## src/logic/mcs_consts.vh

```
// constants for the monitor converter control and status block
// assumes the register port supplies an 8-bit register offset
`ifndef MCS_CONSTS_VH
`define MCS_CONSTS_VH

// ****************************************
// register offsets
// ****************************************
`define MCS_ADDR_AVG_TWO_HIGH  8'h0d
`define MCS_ADDR_CHG_USB_AVG   8'h0e
`define MCS_ADDR_SETTLE        8'h0f
`define MCS_ADDR_THR_LOW       8'h10
`define MCS_ADDR_THR_HIGH      8'h11
`define MCS_ADDR_CTRL_ONE      8'h12
`define MCS_ADDR_CTRL_TWO      8'h13

// ****************************************
// reset values
// ****************************************
`define MCS_RST_SETTLE         8'h07
`define MCS_RST_THR_LOW        2'h3
`define MCS_RST_THR_HIGH       8'h8c
`define MCS_RST_AVG            8'h00

// ****************************************
// field positions
// ****************************************
`define MCS_BIT_AVG_CH8        0
`define MCS_BIT_AVG_CH12       4
`define MCS_BIT_USB_AVG_CH0    5
`define MCS_BIT_CHG_AVG_CH4    4
`define MCS_BIT_CHG_AVG_CH1    1
`define MCS_BIT_START          5
`define MCS_THR_LOW_MSB        7
`define MCS_THR_LOW_LSB        6

// ****************************************
// source indices, channel numbers
// ****************************************
`define MCS_SRC_SW1            3'h0
`define MCS_SRC_SW2            3'h1
`define MCS_SRC_RT             3'h2
`define MCS_SRC_USB            3'h3
`define MCS_SRC_CHG            3'h4
`define MCS_NUM_SRC            5
`define MCS_CH_USB0            4'h0
`define MCS_CH_CHG1            4'h1
`define MCS_CH_CHG4            4'h4
`define MCS_CH_VBAT            4'hc
`define MCS_CH_LAST            4'hf

// ****************************************
// timing
// ****************************************
`define MCS_SETTLE_BASE_US     11'h005
`define MCS_SETTLE_FIXED_US    11'h014
`define MCS_CLK_MHZ            10
`define MCS_AVG_LAST_REP       2'h3

`endif

```

## src/logic/mcs_top.v

```verilog
// monitor converter control and status: registers, request sequencing, settling and averaging
// assumes a register port from the serial front end on clk_sys, and an analog converter
// that answers each conv_start with one conv_done pulse carrying a 10-bit sample
//
// Functional notes
// RQ1: second-software averaging bits for channels 8, 12
// RQ2: averaging takes four conversions, stores mean
// RQ3: charger/usb averaging bits 5,4,1; 7:6 zero
// RQ4: settle 5-20us low nibble, high nibble extends
// RQ5: settling register resets to 0x07, 12us
// RQ6: charger and usb use fixed 20us settling
// RQ7: settling writes ignored while busy
// RQ8: host programs settling only when idle
// RQ9: threshold low bits 7:6 reset 3, rest zero
// RQ10: threshold high byte resets to 0x8c
// RQ11: usb threshold status bit 6, resets 1
// RQ12: battery threshold status bit 7, resets 1
// RQ13: start bit one starts first software sequence
// RQ14: start bit two starts second; zero ignored
// RQ15: first software done flag, resets 1
// RQ16: realtime done flag bit 2 in both
// RQ17: usb done flag bit 4 in both
// RQ18: interrupt pulse at end of sequences; the charger sequence pulses chg_data_ready_q instead
// RQ19: busy bit 0 shared, resets 0
// RQ20: charger done indication and data-ready pulse
// RQ21: comparator status duplicated in both controls
// RQ22: second software done flag, resets 1
// RQ23: only selected channels are converted
// RQ24: start bits pulse once, read zero
`timescale 1ns/10ps
`default_nettype none
`include "mcs_consts.vh"

module mcs_top #(
	parameter CYCLES_PER_US = `MCS_CLK_MHZ
) (
	input  wire        clk_sys,
	input  wire        rst_b,
	input  wire [7:0]  reg_addr,
	input  wire        reg_wr_en,
	input  wire [7:0]  reg_wdata,
	input  wire        reg_rd_en,
	output reg  [7:0]  reg_rdata_q,
	input  wire        rt_start_pin,
	input  wire        usb_req,
	input  wire        chg_req,
	input  wire [15:0] sw1_sel,
	input  wire [15:0] sw2_sel,
	input  wire [15:0] rt_sel,
	input  wire [15:0] usb_sel,
	input  wire [15:0] chg_sel,
	input  wire [15:0] sw1_avg,
	input  wire [15:0] rt_avg,
	input  wire [7:0]  sw2_avg_low,
	input  wire [9:0]  battery_threshold,
	output reg         conv_start_q,
	output reg  [3:0]  conv_channel_q,
	output reg  [15:0] conv_settle_q,
	input  wire        conv_done,
	input  wire [9:0]  conv_data,
	output reg         result_valid_q,
	output reg  [3:0]  result_channel_q,
	output reg  [2:0]  result_source_q,
	output reg  [9:0]  result_data_q,
	output reg         irq_q,
	output reg         chg_data_ready_q,
	output reg         done_charger_q
);

	// ****************************************
	// states
	// ****************************************
	localparam ST_IDLE   = 3'h0;
	localparam ST_SCAN   = 3'h1;
	localparam ST_SETTLE = 3'h2;
	localparam ST_CONV   = 3'h3;
	localparam ST_WAIT   = 3'h4;
	localparam ST_FINISH = 3'h5;
	localparam [15:0] CYC_US = CYCLES_PER_US[15:0];

	// ****************************************
	// registers
	// ****************************************
	reg  [7:0]  avg_two_high_q;
	reg  [5:0]  chg_usb_avg_q;
	reg  [7:0]  settle_q;
	reg  [1:0]  thr_low_q;
	reg  [7:0]  thr_high_q;
	reg         usb_sts_q;
	reg         bat_sts_q;
	reg  [2:0]  state_q;
	reg  [2:0]  src_q;
	reg  [3:0]  idx_q;
	reg  [1:0]  rep_q;
	reg  [11:0] acc_q;
	reg  [15:0] cnt_q;
	reg  [15:0] mask_q;
	reg  [15:0] avg_q;
	reg         rt_s1_q;
	reg         rt_s2_q;
	reg         rt_s3_q;
	reg  [4:0]  pend_q;
	reg  [4:0]  done_q;
	reg  [4:0]  grant;
	reg  [2:0]  pick;
	wire [4:0]  req_vec;
	wire [4:0]  fin_vec;
	wire        busy;
	wire        wr_ctrl_one;
	wire        wr_ctrl_two;
	wire [9:0]  usb_threshold;
	wire [10:0] prog_us;
	wire [10:0] settle_us;
	wire [15:0] settle_prod;
	wire [15:0] avg_sel_two;
	wire [15:0] avg_sel_usb;
	wire [15:0] avg_sel_chg;
	wire [11:0] acc_sum;
	wire [9:0]  sample;
	wire [7:0]  ctrl_one_rd;
	wire [7:0]  ctrl_two_rd;

	// ****************************************
	// request capture
	// ****************************************
	// realtime start arrives from a pin, so it is synchronised before edge detection
	always @(posedge clk_sys or negedge rst_b) begin
		if (!rst_b) begin
			rt_s1_q <= 1'b0;
			rt_s2_q <= 1'b0;
			rt_s3_q <= 1'b0;
		end else begin
			rt_s1_q <= rt_start_pin;
			rt_s2_q <= rt_s1_q;
			rt_s3_q <= rt_s2_q;
		end
	end

	assign wr_ctrl_one = reg_wr_en && (reg_addr == `MCS_ADDR_CTRL_ONE) && reg_wdata[`MCS_BIT_START]; // [RQ13] [RQ24]
	assign wr_ctrl_two = reg_wr_en && (reg_addr == `MCS_ADDR_CTRL_TWO) && reg_wdata[`MCS_BIT_START]; // [RQ14] [RQ24]

	assign req_vec[`MCS_SRC_SW1] = wr_ctrl_one;
	assign req_vec[`MCS_SRC_SW2] = wr_ctrl_two;
	assign req_vec[`MCS_SRC_RT]  = rt_s2_q & ~rt_s3_q;
	assign req_vec[`MCS_SRC_USB] = usb_req;
	assign req_vec[`MCS_SRC_CHG] = chg_req;

	// charger first: its data-ready gates the charging loop
	always @* begin
		grant = 5'h00;
		pick  = 3'h0;
		if (state_q == ST_IDLE) begin
			if (pend_q[`MCS_SRC_CHG]) begin
				grant[`MCS_SRC_CHG] = 1'b1;
				pick = `MCS_SRC_CHG;
			end else if (pend_q[`MCS_SRC_USB]) begin
				grant[`MCS_SRC_USB] = 1'b1;
				pick = `MCS_SRC_USB;
			end else if (pend_q[`MCS_SRC_RT]) begin
				grant[`MCS_SRC_RT] = 1'b1;
				pick = `MCS_SRC_RT;
			end else if (pend_q[`MCS_SRC_SW1]) begin
				grant[`MCS_SRC_SW1] = 1'b1;
				pick = `MCS_SRC_SW1;
			end else if (pend_q[`MCS_SRC_SW2]) begin
				grant[`MCS_SRC_SW2] = 1'b1;
				pick = `MCS_SRC_SW2;
			end
		end
	end

	genvar g;
	generate
		for (g = 0; g < `MCS_NUM_SRC; g = g + 1) begin : g_src
			assign fin_vec[g] = (state_q == ST_FINISH) && (src_q == g);
			// a request in the grant cycle stays pending
			always @(posedge clk_sys or negedge rst_b) begin
				if (!rst_b) begin
					pend_q[g] <= 1'b0;
					done_q[g] <= 1'b1;
				end else begin
					if (req_vec[g])
						pend_q[g] <= 1'b1;
					else if (grant[g])
						pend_q[g] <= 1'b0;
					if (req_vec[g])
						done_q[g] <= 1'b0; // [RQ15] [RQ16] [RQ17] [RQ22]
					else if (fin_vec[g] && !pend_q[g])
						done_q[g] <= 1'b1; // [RQ15] [RQ16] [RQ17] [RQ22]
				end
			end
		end
	endgenerate

	assign busy = (state_q != ST_IDLE) || (pend_q != 5'h00); // [RQ19]

	// ****************************************
	// register writes
	// ****************************************
	always @(posedge clk_sys or negedge rst_b) begin
		if (!rst_b) begin
			avg_two_high_q <= `MCS_RST_AVG;
			chg_usb_avg_q  <= 6'h00;
			settle_q       <= `MCS_RST_SETTLE; // [RQ5]
			thr_low_q      <= `MCS_RST_THR_LOW; // [RQ9]
			thr_high_q     <= `MCS_RST_THR_HIGH; // [RQ10]
		end else if (reg_wr_en) begin
			case (reg_addr)
				`MCS_ADDR_AVG_TWO_HIGH: avg_two_high_q <= reg_wdata;
				`MCS_ADDR_CHG_USB_AVG:  chg_usb_avg_q <= reg_wdata[5:0]; // [RQ3]
				`MCS_ADDR_SETTLE: begin
					// a mid-sequence change would alter settling between channels
					if (!busy)
						settle_q <= reg_wdata; // [RQ7]
				end
				`MCS_ADDR_THR_LOW:  thr_low_q <= reg_wdata[`MCS_THR_LOW_MSB:`MCS_THR_LOW_LSB]; // [RQ9]
				`MCS_ADDR_THR_HIGH: thr_high_q <= reg_wdata; // [RQ10]
				default: begin
				end
			endcase
		end
	end

	assign usb_threshold = {thr_high_q, thr_low_q};

	// ****************************************
	// settling and averaging selection
	// ****************************************
	// high nibble adds 64us steps, reaching 980us at full scale
	assign prog_us     = `MCS_SETTLE_BASE_US + {7'h00, settle_q[3:0]} + {1'b0, settle_q[7:4], 6'h00}; // [RQ4]
	assign settle_us   = ((src_q == `MCS_SRC_USB) || (src_q == `MCS_SRC_CHG)) ?
	                     `MCS_SETTLE_FIXED_US : prog_us; // [RQ6]
	assign settle_prod = {5'h00, settle_us} * CYC_US;

	assign avg_sel_two = {3'h0, avg_two_high_q[`MCS_BIT_AVG_CH12], 3'h0,
	                     avg_two_high_q[`MCS_BIT_AVG_CH8], sw2_avg_low}; // [RQ1]
	assign avg_sel_usb = {15'h0000, chg_usb_avg_q[`MCS_BIT_USB_AVG_CH0]}; // [RQ3]
	assign avg_sel_chg = {11'h000, chg_usb_avg_q[`MCS_BIT_CHG_AVG_CH4], 2'h0,
	                     chg_usb_avg_q[`MCS_BIT_CHG_AVG_CH1], 1'b0}; // [RQ3]

	assign acc_sum = acc_q + {2'h0, conv_data};
	assign sample  = avg_q[idx_q] ? acc_sum[11:2] : conv_data; // [RQ2]

	// ****************************************
	// sequencer
	// ****************************************
	always @(posedge clk_sys or negedge rst_b) begin
		if (!rst_b) begin
			state_q          <= ST_IDLE;
			src_q            <= 3'h0;
			idx_q            <= 4'h0;
			rep_q            <= 2'h0;
			acc_q            <= 12'h000;
			cnt_q            <= 16'h0000;
			mask_q           <= 16'h0000;
			avg_q            <= 16'h0000;
			conv_start_q     <= 1'b0;
			conv_channel_q   <= 4'h0;
			conv_settle_q    <= 16'h0000;
			result_valid_q   <= 1'b0;
			result_channel_q <= 4'h0;
			result_source_q  <= 3'h0;
			result_data_q    <= 10'h000;
			usb_sts_q        <= 1'b1; // [RQ11]
			bat_sts_q        <= 1'b1; // [RQ12]
			irq_q            <= 1'b0;
			chg_data_ready_q <= 1'b0;
			done_charger_q   <= 1'b1;
		end else begin
			conv_start_q     <= 1'b0;
			result_valid_q   <= 1'b0;
			irq_q            <= 1'b0;
			chg_data_ready_q <= 1'b0;
			if (req_vec[`MCS_SRC_CHG])
				done_charger_q <= 1'b0; // [RQ20]
			case (state_q)
				ST_IDLE: begin
					if (grant != 5'h00) begin
						src_q   <= pick;
						idx_q   <= 4'h0;
						state_q <= ST_SCAN;
						case (pick)
							`MCS_SRC_SW1: begin
								mask_q <= sw1_sel;
								avg_q  <= sw1_avg;
							end
							`MCS_SRC_SW2: begin
								mask_q <= sw2_sel;
								avg_q  <= avg_sel_two; // [RQ1]
							end
							`MCS_SRC_RT: begin
								mask_q <= rt_sel;
								avg_q  <= rt_avg;
							end
							`MCS_SRC_USB: begin
								mask_q <= usb_sel;
								avg_q  <= avg_sel_usb;
							end
							default: begin
								mask_q <= chg_sel;
								avg_q  <= avg_sel_chg;
							end
						endcase
					end
				end
				ST_SCAN: begin
					if (mask_q[idx_q]) begin
						cnt_q         <= settle_prod[15:0];
						conv_settle_q <= settle_prod[15:0];
						rep_q         <= 2'h0;
						acc_q         <= 12'h000;
						state_q       <= ST_SETTLE; // [RQ23]
					end else if (idx_q == `MCS_CH_LAST) begin
						state_q <= ST_FINISH;
					end else begin
						idx_q <= idx_q + 4'h1; // [RQ23]
					end
				end
				ST_SETTLE: begin
					if (cnt_q <= 16'h0001)
						state_q <= ST_CONV;
					else
						cnt_q <= cnt_q - 16'h0001; // [RQ4] [RQ6]
				end
				ST_CONV: begin
					conv_start_q   <= 1'b1;
					conv_channel_q <= idx_q;
					state_q        <= ST_WAIT;
				end
				ST_WAIT: begin
					if (conv_done) begin
						if (avg_q[idx_q] && (rep_q != `MCS_AVG_LAST_REP)) begin
							acc_q   <= acc_sum;
							rep_q   <= rep_q + 2'h1;
							state_q <= ST_CONV; // [RQ2]
						end else begin
							result_valid_q   <= 1'b1;
							result_channel_q <= idx_q;
							result_source_q  <= src_q;
							result_data_q    <= sample; // [RQ2]
							if (idx_q == `MCS_CH_VBAT) begin
								usb_sts_q <= (sample > usb_threshold); // [RQ11]
								bat_sts_q <= (sample > battery_threshold); // [RQ12]
							end
							if (idx_q == `MCS_CH_LAST) begin
								state_q <= ST_FINISH;
							end else begin
								idx_q   <= idx_q + 4'h1;
								state_q <= ST_SCAN;
							end
						end
					end
				end
				ST_FINISH: begin
					state_q <= ST_IDLE;
					if (src_q == `MCS_SRC_CHG) begin
						chg_data_ready_q <= 1'b1; // [RQ20]
						if (!pend_q[`MCS_SRC_CHG] && !req_vec[`MCS_SRC_CHG])
							done_charger_q <= 1'b1; // [RQ20]
					end else begin
						irq_q <= 1'b1; // [RQ18]
					end
				end
				default: state_q <= ST_IDLE;
			endcase
		end
	end

	// ****************************************
	// register reads
	// ****************************************
	// both control views share busy, realtime and usb done and comparator bits; bit 1 is each view's own software done; start bits read zero
	assign ctrl_one_rd = {bat_sts_q, usb_sts_q, 1'b0, done_q[`MCS_SRC_USB], 1'b1,
	                     done_q[`MCS_SRC_RT], done_q[`MCS_SRC_SW1], busy}; // [RQ19] [RQ21] [RQ24]
	assign ctrl_two_rd = {bat_sts_q, usb_sts_q, 1'b0, done_q[`MCS_SRC_USB], 1'b1,
	                     done_q[`MCS_SRC_RT], done_q[`MCS_SRC_SW2], busy}; // [RQ16] [RQ17] [RQ21]

	always @(posedge clk_sys or negedge rst_b) begin
		if (!rst_b) begin
			reg_rdata_q <= 8'h00;
		end else if (reg_rd_en) begin
			case (reg_addr)
				`MCS_ADDR_AVG_TWO_HIGH: reg_rdata_q <= avg_two_high_q;
				`MCS_ADDR_CHG_USB_AVG:  reg_rdata_q <= {2'h0, chg_usb_avg_q}; // [RQ3]
				`MCS_ADDR_SETTLE:       reg_rdata_q <= settle_q;
				`MCS_ADDR_THR_LOW:      reg_rdata_q <= {thr_low_q, 6'h00}; // [RQ9]
				`MCS_ADDR_THR_HIGH:     reg_rdata_q <= thr_high_q;
				`MCS_ADDR_CTRL_ONE:     reg_rdata_q <= ctrl_one_rd;
				`MCS_ADDR_CTRL_TWO:     reg_rdata_q <= ctrl_two_rd;
				default:                reg_rdata_q <= 8'h00;
			endcase
		end
	end

endmodule

`default_nettype wire
```

## config.mk

```make
export PLATFORM = sky130hd
export DESIGN_NAME = mcs_top
export DESIGN_NICKNAME = d
export VERILOG_FILES = /design/src/logic/mcs_top.v
export VERILOG_INCLUDE_DIRS = /design/src /design/src/logic
export SDC_FILE = /design/constraint.sdc
export NUM_CORES = 1
export LEC_CHECK = 0
export BUFFER_PORTS_ARGS = -buffer_cell sky130_fd_sc_hd__buf_2
export CAP_MARGIN = 20
export CORE_UTILIZATION = 30
export CTS_CLUSTER_DIAMETER = 120
export CTS_CLUSTER_SIZE = 14
export DETAILED_ROUTE_END_ITERATION = 10
export GPL_ROUTABILITY_DRIVEN = 1
export HOLD_SLACK_MARGIN = 0.08
export PLACE_DENSITY = 0.6
export SLEW_MARGIN = 20
export SYNTH_ARGS = -nofsm -noshare
export SYNTH_HDL_FRONTEND = slang
export SYNTH_SLANG_ARGS = --single-unit
```

## constraint.sdc

```tcl
create_clock -name clk_sys -period 7.1 [get_ports clk_sys]
set_input_delay 0.71 -clock clk_sys [delete_from_list [all_inputs] [get_ports clk_sys]]
set_output_delay 0.71 -clock clk_sys [all_outputs]
set_load 0.05 [all_outputs]
```

# Word-level counts from Yosys, hierarchy flattened

Cells that the tools add are included.

Output and inout bits: 50
Logic and storage cells: 217
Bits of input ports: 164
Bits in registers: 166

Add/subtract/negate cells: 6
$lt $le $gt $ge: 4
Multiply operators: 1
Bitwise operators: 4
Multiplexer cells: 80
Equal/unequal tests: 31
Reduce and logical (&&, ||, !) cells: 53

Operators with widths:

| kind                                                                    | number |
|---|---|
| 16-bit case mux with 4 select lines                                     | 2 |
| 8-bit case mux with 7 select lines                                      | 1 |
| 1-bit 2-to-1 mux                                                        | 40 |
| 12-bit 2-to-1 mux                                                       | 3 |
| 8-bit by 5-bit equality test with 1-bit output (second input constant)  | 4 |
| 16-bit 2-to-1 mux                                                       | 2 |
| 16-bit case mux with 2 select lines                                     | 1 |
| 3-bit 2-to-1 mux                                                        | 10 |
| 8-bit by 4-bit equality test with 1-bit output (second input constant)  | 3 |
| 4-bit 2-to-1 mux                                                        | 6 |
| 12-bit case mux with 2 select lines                                     | 1 |
| 2-bit nonzero test                                                      | 11 |
| 10-bit greater-than comparator                                          | 2 |
| 3-bit by 2-bit equality test with 1-bit output (second input constant)  | 6 |
| 16-bit by 1-bit <= comparator with 1-bit output (second input constant) | 1 |
| 2-bit inequality test (second input constant)                           | 8 |
| 16-bit by 1-bit subtractor with 16-bit output (second input constant)   | 1 |
| 3-bit case mux with 5 select lines                                      | 1 |
| 1-bit logical AND                                                       | 14 |
| 11-bit by 3-bit multiplier with 14-bit output (second input constant)   | 1 |
| 12-bit by 10-bit adder with 12-bit output                               | 1 |
| 2-bit 2-to-1 mux                                                        | 6 |
| 4-bit case mux with 3 select lines                                      | 1 |
| 2-bit AND reduction                                                     | 6 |
| other kinds (25)                                                        | 47 |

# Depth between registers and ports, before layout

Depth in word-level cells: 9
Mapped depth: 14

# Least setup slack after synthesis

No wires, ideal clock.

Kind: input to register
Start point: input conv_data[0]
End point: register usb_sts_q
Path slack: 3.703 ns
Required time: 7.021 ns
Cell stages on the path: 14
Path buffers: 0
Library setup time: 0.079 ns
Data arrival time: 3.318 ns
Cell sequence: ha_1 fa_1 a21o_1 a221oi_1 o21ai_0 xnor2_1 mux2_2 ha_1 nand4_1 nor2_1 o21ai_0 nand3b_1 o21ai_0 o21ai_0

Cells in the longest elaborated chain, start to end: 3

RTL lines:

| what                                      | RTL line      | source |
|---|---|---|
| start, declared                           | mcs_top.v:60  | `input wire [9:0] conv_data,` |
| 12-bit by 10-bit adder with 12-bit output | mcs_top.v:241 | `assign acc_sum = acc_q + {2'h0, conv_data};` |
| 10-bit 2-to-1 mux                         | mcs_top.v:242 | `assign sample = avg_q[idx_q] ? acc_sum[11:2] : conv_data;` |
| net sample[8]                             | mcs_top.v:119 | `wire [9:0] sample;` |
| 10-bit greater-than comparator            | mcs_top.v:342 | `usb_sts_q <= (sample > usb_threshold);` |
| end signal, assigned                      | mcs_top.v:342 |  |
| end, declared                             | mcs_top.v:89  | `reg usb_sts_q;` |

The timed path passes the listed nets, and every way through them passes these cells.
A chain may end at the register's enable or synchronous reset.

# Worst setup path after layout

Start point: register idx_q[1]
End point: register bat_sts_q

Elaborated cells between the ends (all ways): 8

RTL lines:

| what                                      | RTL line      | source |
|---|---|---|
| start, declared                           | mcs_top.v:93  | `reg [3:0] idx_q;` |
| start signal, assigned                    | mcs_top.v:316 | `idx_q <= idx_q + 4'h1;` |
| start signal, assigned                    | mcs_top.v:348 | `idx_q <= idx_q + 4'h1;` |
| 1-bit binary-select mux with 4-bit select | mcs_top.v:242 |  |
| 1-bit 2-to-1 mux (not written as such)    | mcs_top.v:242 |  |
| 10-bit 2-to-1 mux                         | mcs_top.v:242 |  |
| net sample[3]                             | mcs_top.v:119 |  |
| 10-bit greater-than comparator            | mcs_top.v:343 | `bat_sts_q <= (sample > battery_threshold);` |
| end signal, assigned                      | mcs_top.v:343 |  |
| end, declared                             | mcs_top.v:90  | `reg bat_sts_q;` |

The timed path passes the listed nets, and every way through them passes these cells. The select of a mux whose other input is x is not followed.

==> metrics.md <==
| Metric | Value |
|---|---|
| Status | completed |
| Endpoints failing setup | 0 |
| Die Y | 181 um |
| Initial antenna violation count | 1 |
| Period utilization | 52.7% |
| Mapped Area | 9660 um^2 |
| CTS resizes | 0 |
| Pwr/cell area | 333 nW/um^2 |
| Crit-path max FO | 15 |
| Core footprint | 31600 um^2 |
| Critical path's largest stage delay | 0.79 ns |
| Seq/Total Area, Yosys | 42.9% |
| Clock skew | 0.0161 ns |
| Worst setup slack after layout | 3.36 ns |
| Slowest cell on crit path | dfrtp_1 |
| Fin nets | 1363 |
| CP Capture Type | flip-flop |
| VDD IR max | 0.000183 V |
| Critical Path AT | 4.08 ns |
| Post-synth top flop | dfrtp_1 |
| Simple logic cell fraction of the synthesized area | 12.9% |
| Vias in the first global route | 7986 |
| DR vias/cell | 5.27 |
| Xor and xnor area share after synthesis | 1.63% |
| Crit path kind | flip-flop to flip-flop |
| Crit path time final | 3.74 ns |
| RePlAce Congestion | 0.934 |
| DRT iter0 DRCs | 689 |
| Worst-path clk slew | 0.08 ns |
| Critical Path RT | 7.44 ns |
| CP startpoint kind | flip-flop |
| Adder-cell share of the synthesized area | 6.63% |
| Setup Buffers After CTS | 0 |
| CTS tree | done |
| Number of buffers added on ports | 210 |
| Slew HR | 30.2% |
| Hold Vio Cnt, Final | 0 |
| GRT Total Usage | 17.1% |
| Multiplexer share of the synthesized area | 11.1% |
| Post-synth EDFFs | 0 |
| H-Tree Depth | 4 |
| Wirelength per Cell | 17.8 um |
| Synthesis-to-finish area growth | 20.5% |
| Initial DRT Pass Iterations | 7 |
| DPL Wire Length | 21.1 mm |
| Final Slew Violations | 0 |
| FF+latch area | 4150 um^2 |
| Most frequent cells in the layout | buf_2, dfrtp_1, nor2_1 |
| Async SR Flop Fraction | 100% |
| Root Buffer | clkbuf_16 |
| GR Overflow Total | 0 |
| Synth Register Bits | 165 |
| Largest family of logic cells by synthesized area | compound AO/OA/AOI/OAI gates |
| FILL cells | 3184 |
| FMAX | 267 MHz |
| Global-route wire length before repair | 44.4 mm |
| Clk sink count | 165 |
| Setup TNS | 0 ns |
| Clock tree buffer depth | 2 |
| Place WS | 3.20 ns |
| Cts-stage hold buffer count | 0 |
| Post-synthesis cell type count | 76 |
| Unrepaired setup endpoints after global routing | false |
| Synth Area per Inst | 10.0 um^2 |
| Total power | 3.88 mW |
| IO Count | 214 |
| Fraction of final layout cells sized beyond drive strength 1 | 31.2% |
| Synth Instances | 964 |
| Commonest non-fill, non-tap cell in the layout | buf_2 |
| Initial core utilization | 30.5% |
| Leakage | 5.61 nW |
| Die X | 181 um |
| Hold crit path type | primary input to asynchronous set/reset pin |
| Antenna Nets Post-Route | 0 |
| Clk Latency, worst-skew pair | 0.43 ns |
| Multi-input combinational cell area | 5120 um^2 |
| Compound-Gate Fraction of Synth Area | 20.4% |
| Via Count | 8241 |
| Least-Margin Pin Slew | 1.04 ns |
| Yosys warns | 0 |
| CP Cell Sequence | mux2i_1, mux4_2, or2_2, o21ai_2, mux2_2, ha_1, a21o_1, a21o_1, a21oi_1, nor2_1, o21ai_0, o21ai_0 |
| Drc violations | 0 |
| DIE AREA | 32900 um^2 |
| Max Cap Viol | 0 |
| Placement Rows | 65 |
| Final wirelength | 27.9 mm |
| Largest net degree at the start of global routing | 71 |
| TritonCTS Buffers | 17 |
[worst max-delay path, delay by kind of cell, from the launching register on]
family,cells,cell delay [ns]
AO/OA/AOI/OAI,6,0.98
adder cells (fa/ha/maj),1,0.30
flip-flops,1,0.79
multiplexers,3,1.15
AND/OR/NAND/NOR,2,0.41
[flip-flops by register name (all words and copies together), names as in the netlist, 2 cells and up]
signal	cells
avg_q	16
cnt_q	16
mask_q	16
conv_settle_q	13
acc_q	12
result_data_q	10
avg_two_high_q	8
reg_rdata_q	8
settle_q	8
thr_high_q	8
chg_usb_avg_q	6
pend_q	5
conv_channel_q	4
idx_q	4
result_channel_q	4
ctrl_one_rd	3
result_source_q	3
src_q	3
state_q	3
rep_q	2
thr_low_q	2
[synthesized netlist by cell type (8+ instances only)]
| master | count | area [um^2] |
|---|---|---|
| o22ai_1 | 15 | 93.8 |
| mux2_2 | 76 | 856 |
| o31ai_1 | 18 | 135 |
| nand3_1 | 16 | 80.1 |
| nand2_1 | 71 | 267 |
| xor2_1 | 9 | 78.8 |
| a21o_1 | 17 | 128 |
| inv_1 | 46 | 173 |
| nand4_1 | 8 | 50.1 |
| a22oi_1 | 13 | 97.6 |
| xnor2_1 | 9 | 78.8 |
| nor3_1 | 11 | 55.1 |
| a221o_1 | 16 | 160 |
| nor2b_1 | 10 | 62.6 |
| nor4_1 | 8 | 50.1 |
| a22o_1 | 23 | 201 |
| nor2_1 | 79 | 297 |
| buf_2 | 13 | 65.1 |
| clkbuf_1 | 31 | 116 |
| dfstp_2 | 15 | 394 |
| a21oi_1 | 39 | 195 |
| o21ai_0 | 64 | 320 |
| dfrtp_1 | 150 | 3750 |
| mux2i_1 | 15 | 150 |
| a221oi_1 | 25 | 219 |
| ha_1 | 48 | 601 |
[logic make-up (layout without fill, tap and decap cells)]
logic type / Yosys count / count (layout)
XOR/XNOR: 18 / 18
AND/OR/NAND/NOR: 255 / 255
AO/OA/AOI/OAI: 281 / 281
multiplexers: 94 / 94
buffers and inverters: 100 / 296
adder cells (fa/ha/maj): 50 / 50
other: 1 / 4
flip-flops: 165 / 165
[layout make-up]
type / instances / share of cell area (%)
Tap cell: 402 / 4.32
Clock inverter: 15 / 1.34
Clock buffer: 17 / 3.65
Multi-Input combinational cell: 701 / 44.0
Inverter: 48 / 1.55
Timing Repair Buffer: 216 / 9.53
Antenna cell: 1 / 0.0215
Sequential cell: 165 / 35.6
[final timing paths]
path / start / end / slack [ns] / cells past startpoint
max: idx_q[1] / bat_sts_q / 3.36 / 12
min: rst_b / conv_settle_q[4] / 0.28 / 1
max reg2reg: idx_q[1] / bat_sts_q / 3.36 / 12
min reg2reg: rt_s1_q / rt_s2_q / 0.36 / 0
max in group asynchronous: rst_b / thr_high_q[6] / 5.62 / 2
min in group clk_sys: rt_s1_q / rt_s2_q / 0.36 / 0
[stage by stage]
step	hold slack [ns]	instance area, um^2	instances	utilization [%]
finish	0.284	11600	1565	36.8
global route	0.329	11600	1564	36.8
CTS	0.314	11600	1563	36.7
detailed placement	0.340	11000	1531	34.9
global placement	0.334	11000	1531	34.9
floorplan	0.331	9670	966	-
[routing by layer]
layer	global-route usage, %	share of wire [%]	vias up
met3	2.77	3.8	20
met1	24.1	48	4055
met4	4.34	1.3	0
met2	27.3	47	207
li1	-	-	3959
met5	0	0	-
[power by group]
group,internal (mW),total (mW),switching (mW)
Combinational,0.594,1.63,1.04
Sequential,1.14,1.33,0.188
Clock,0.471,0.919,0.448
Total,2.21,3.88,1.67
No activity file was read; power rests on OpenSTA's default activity.
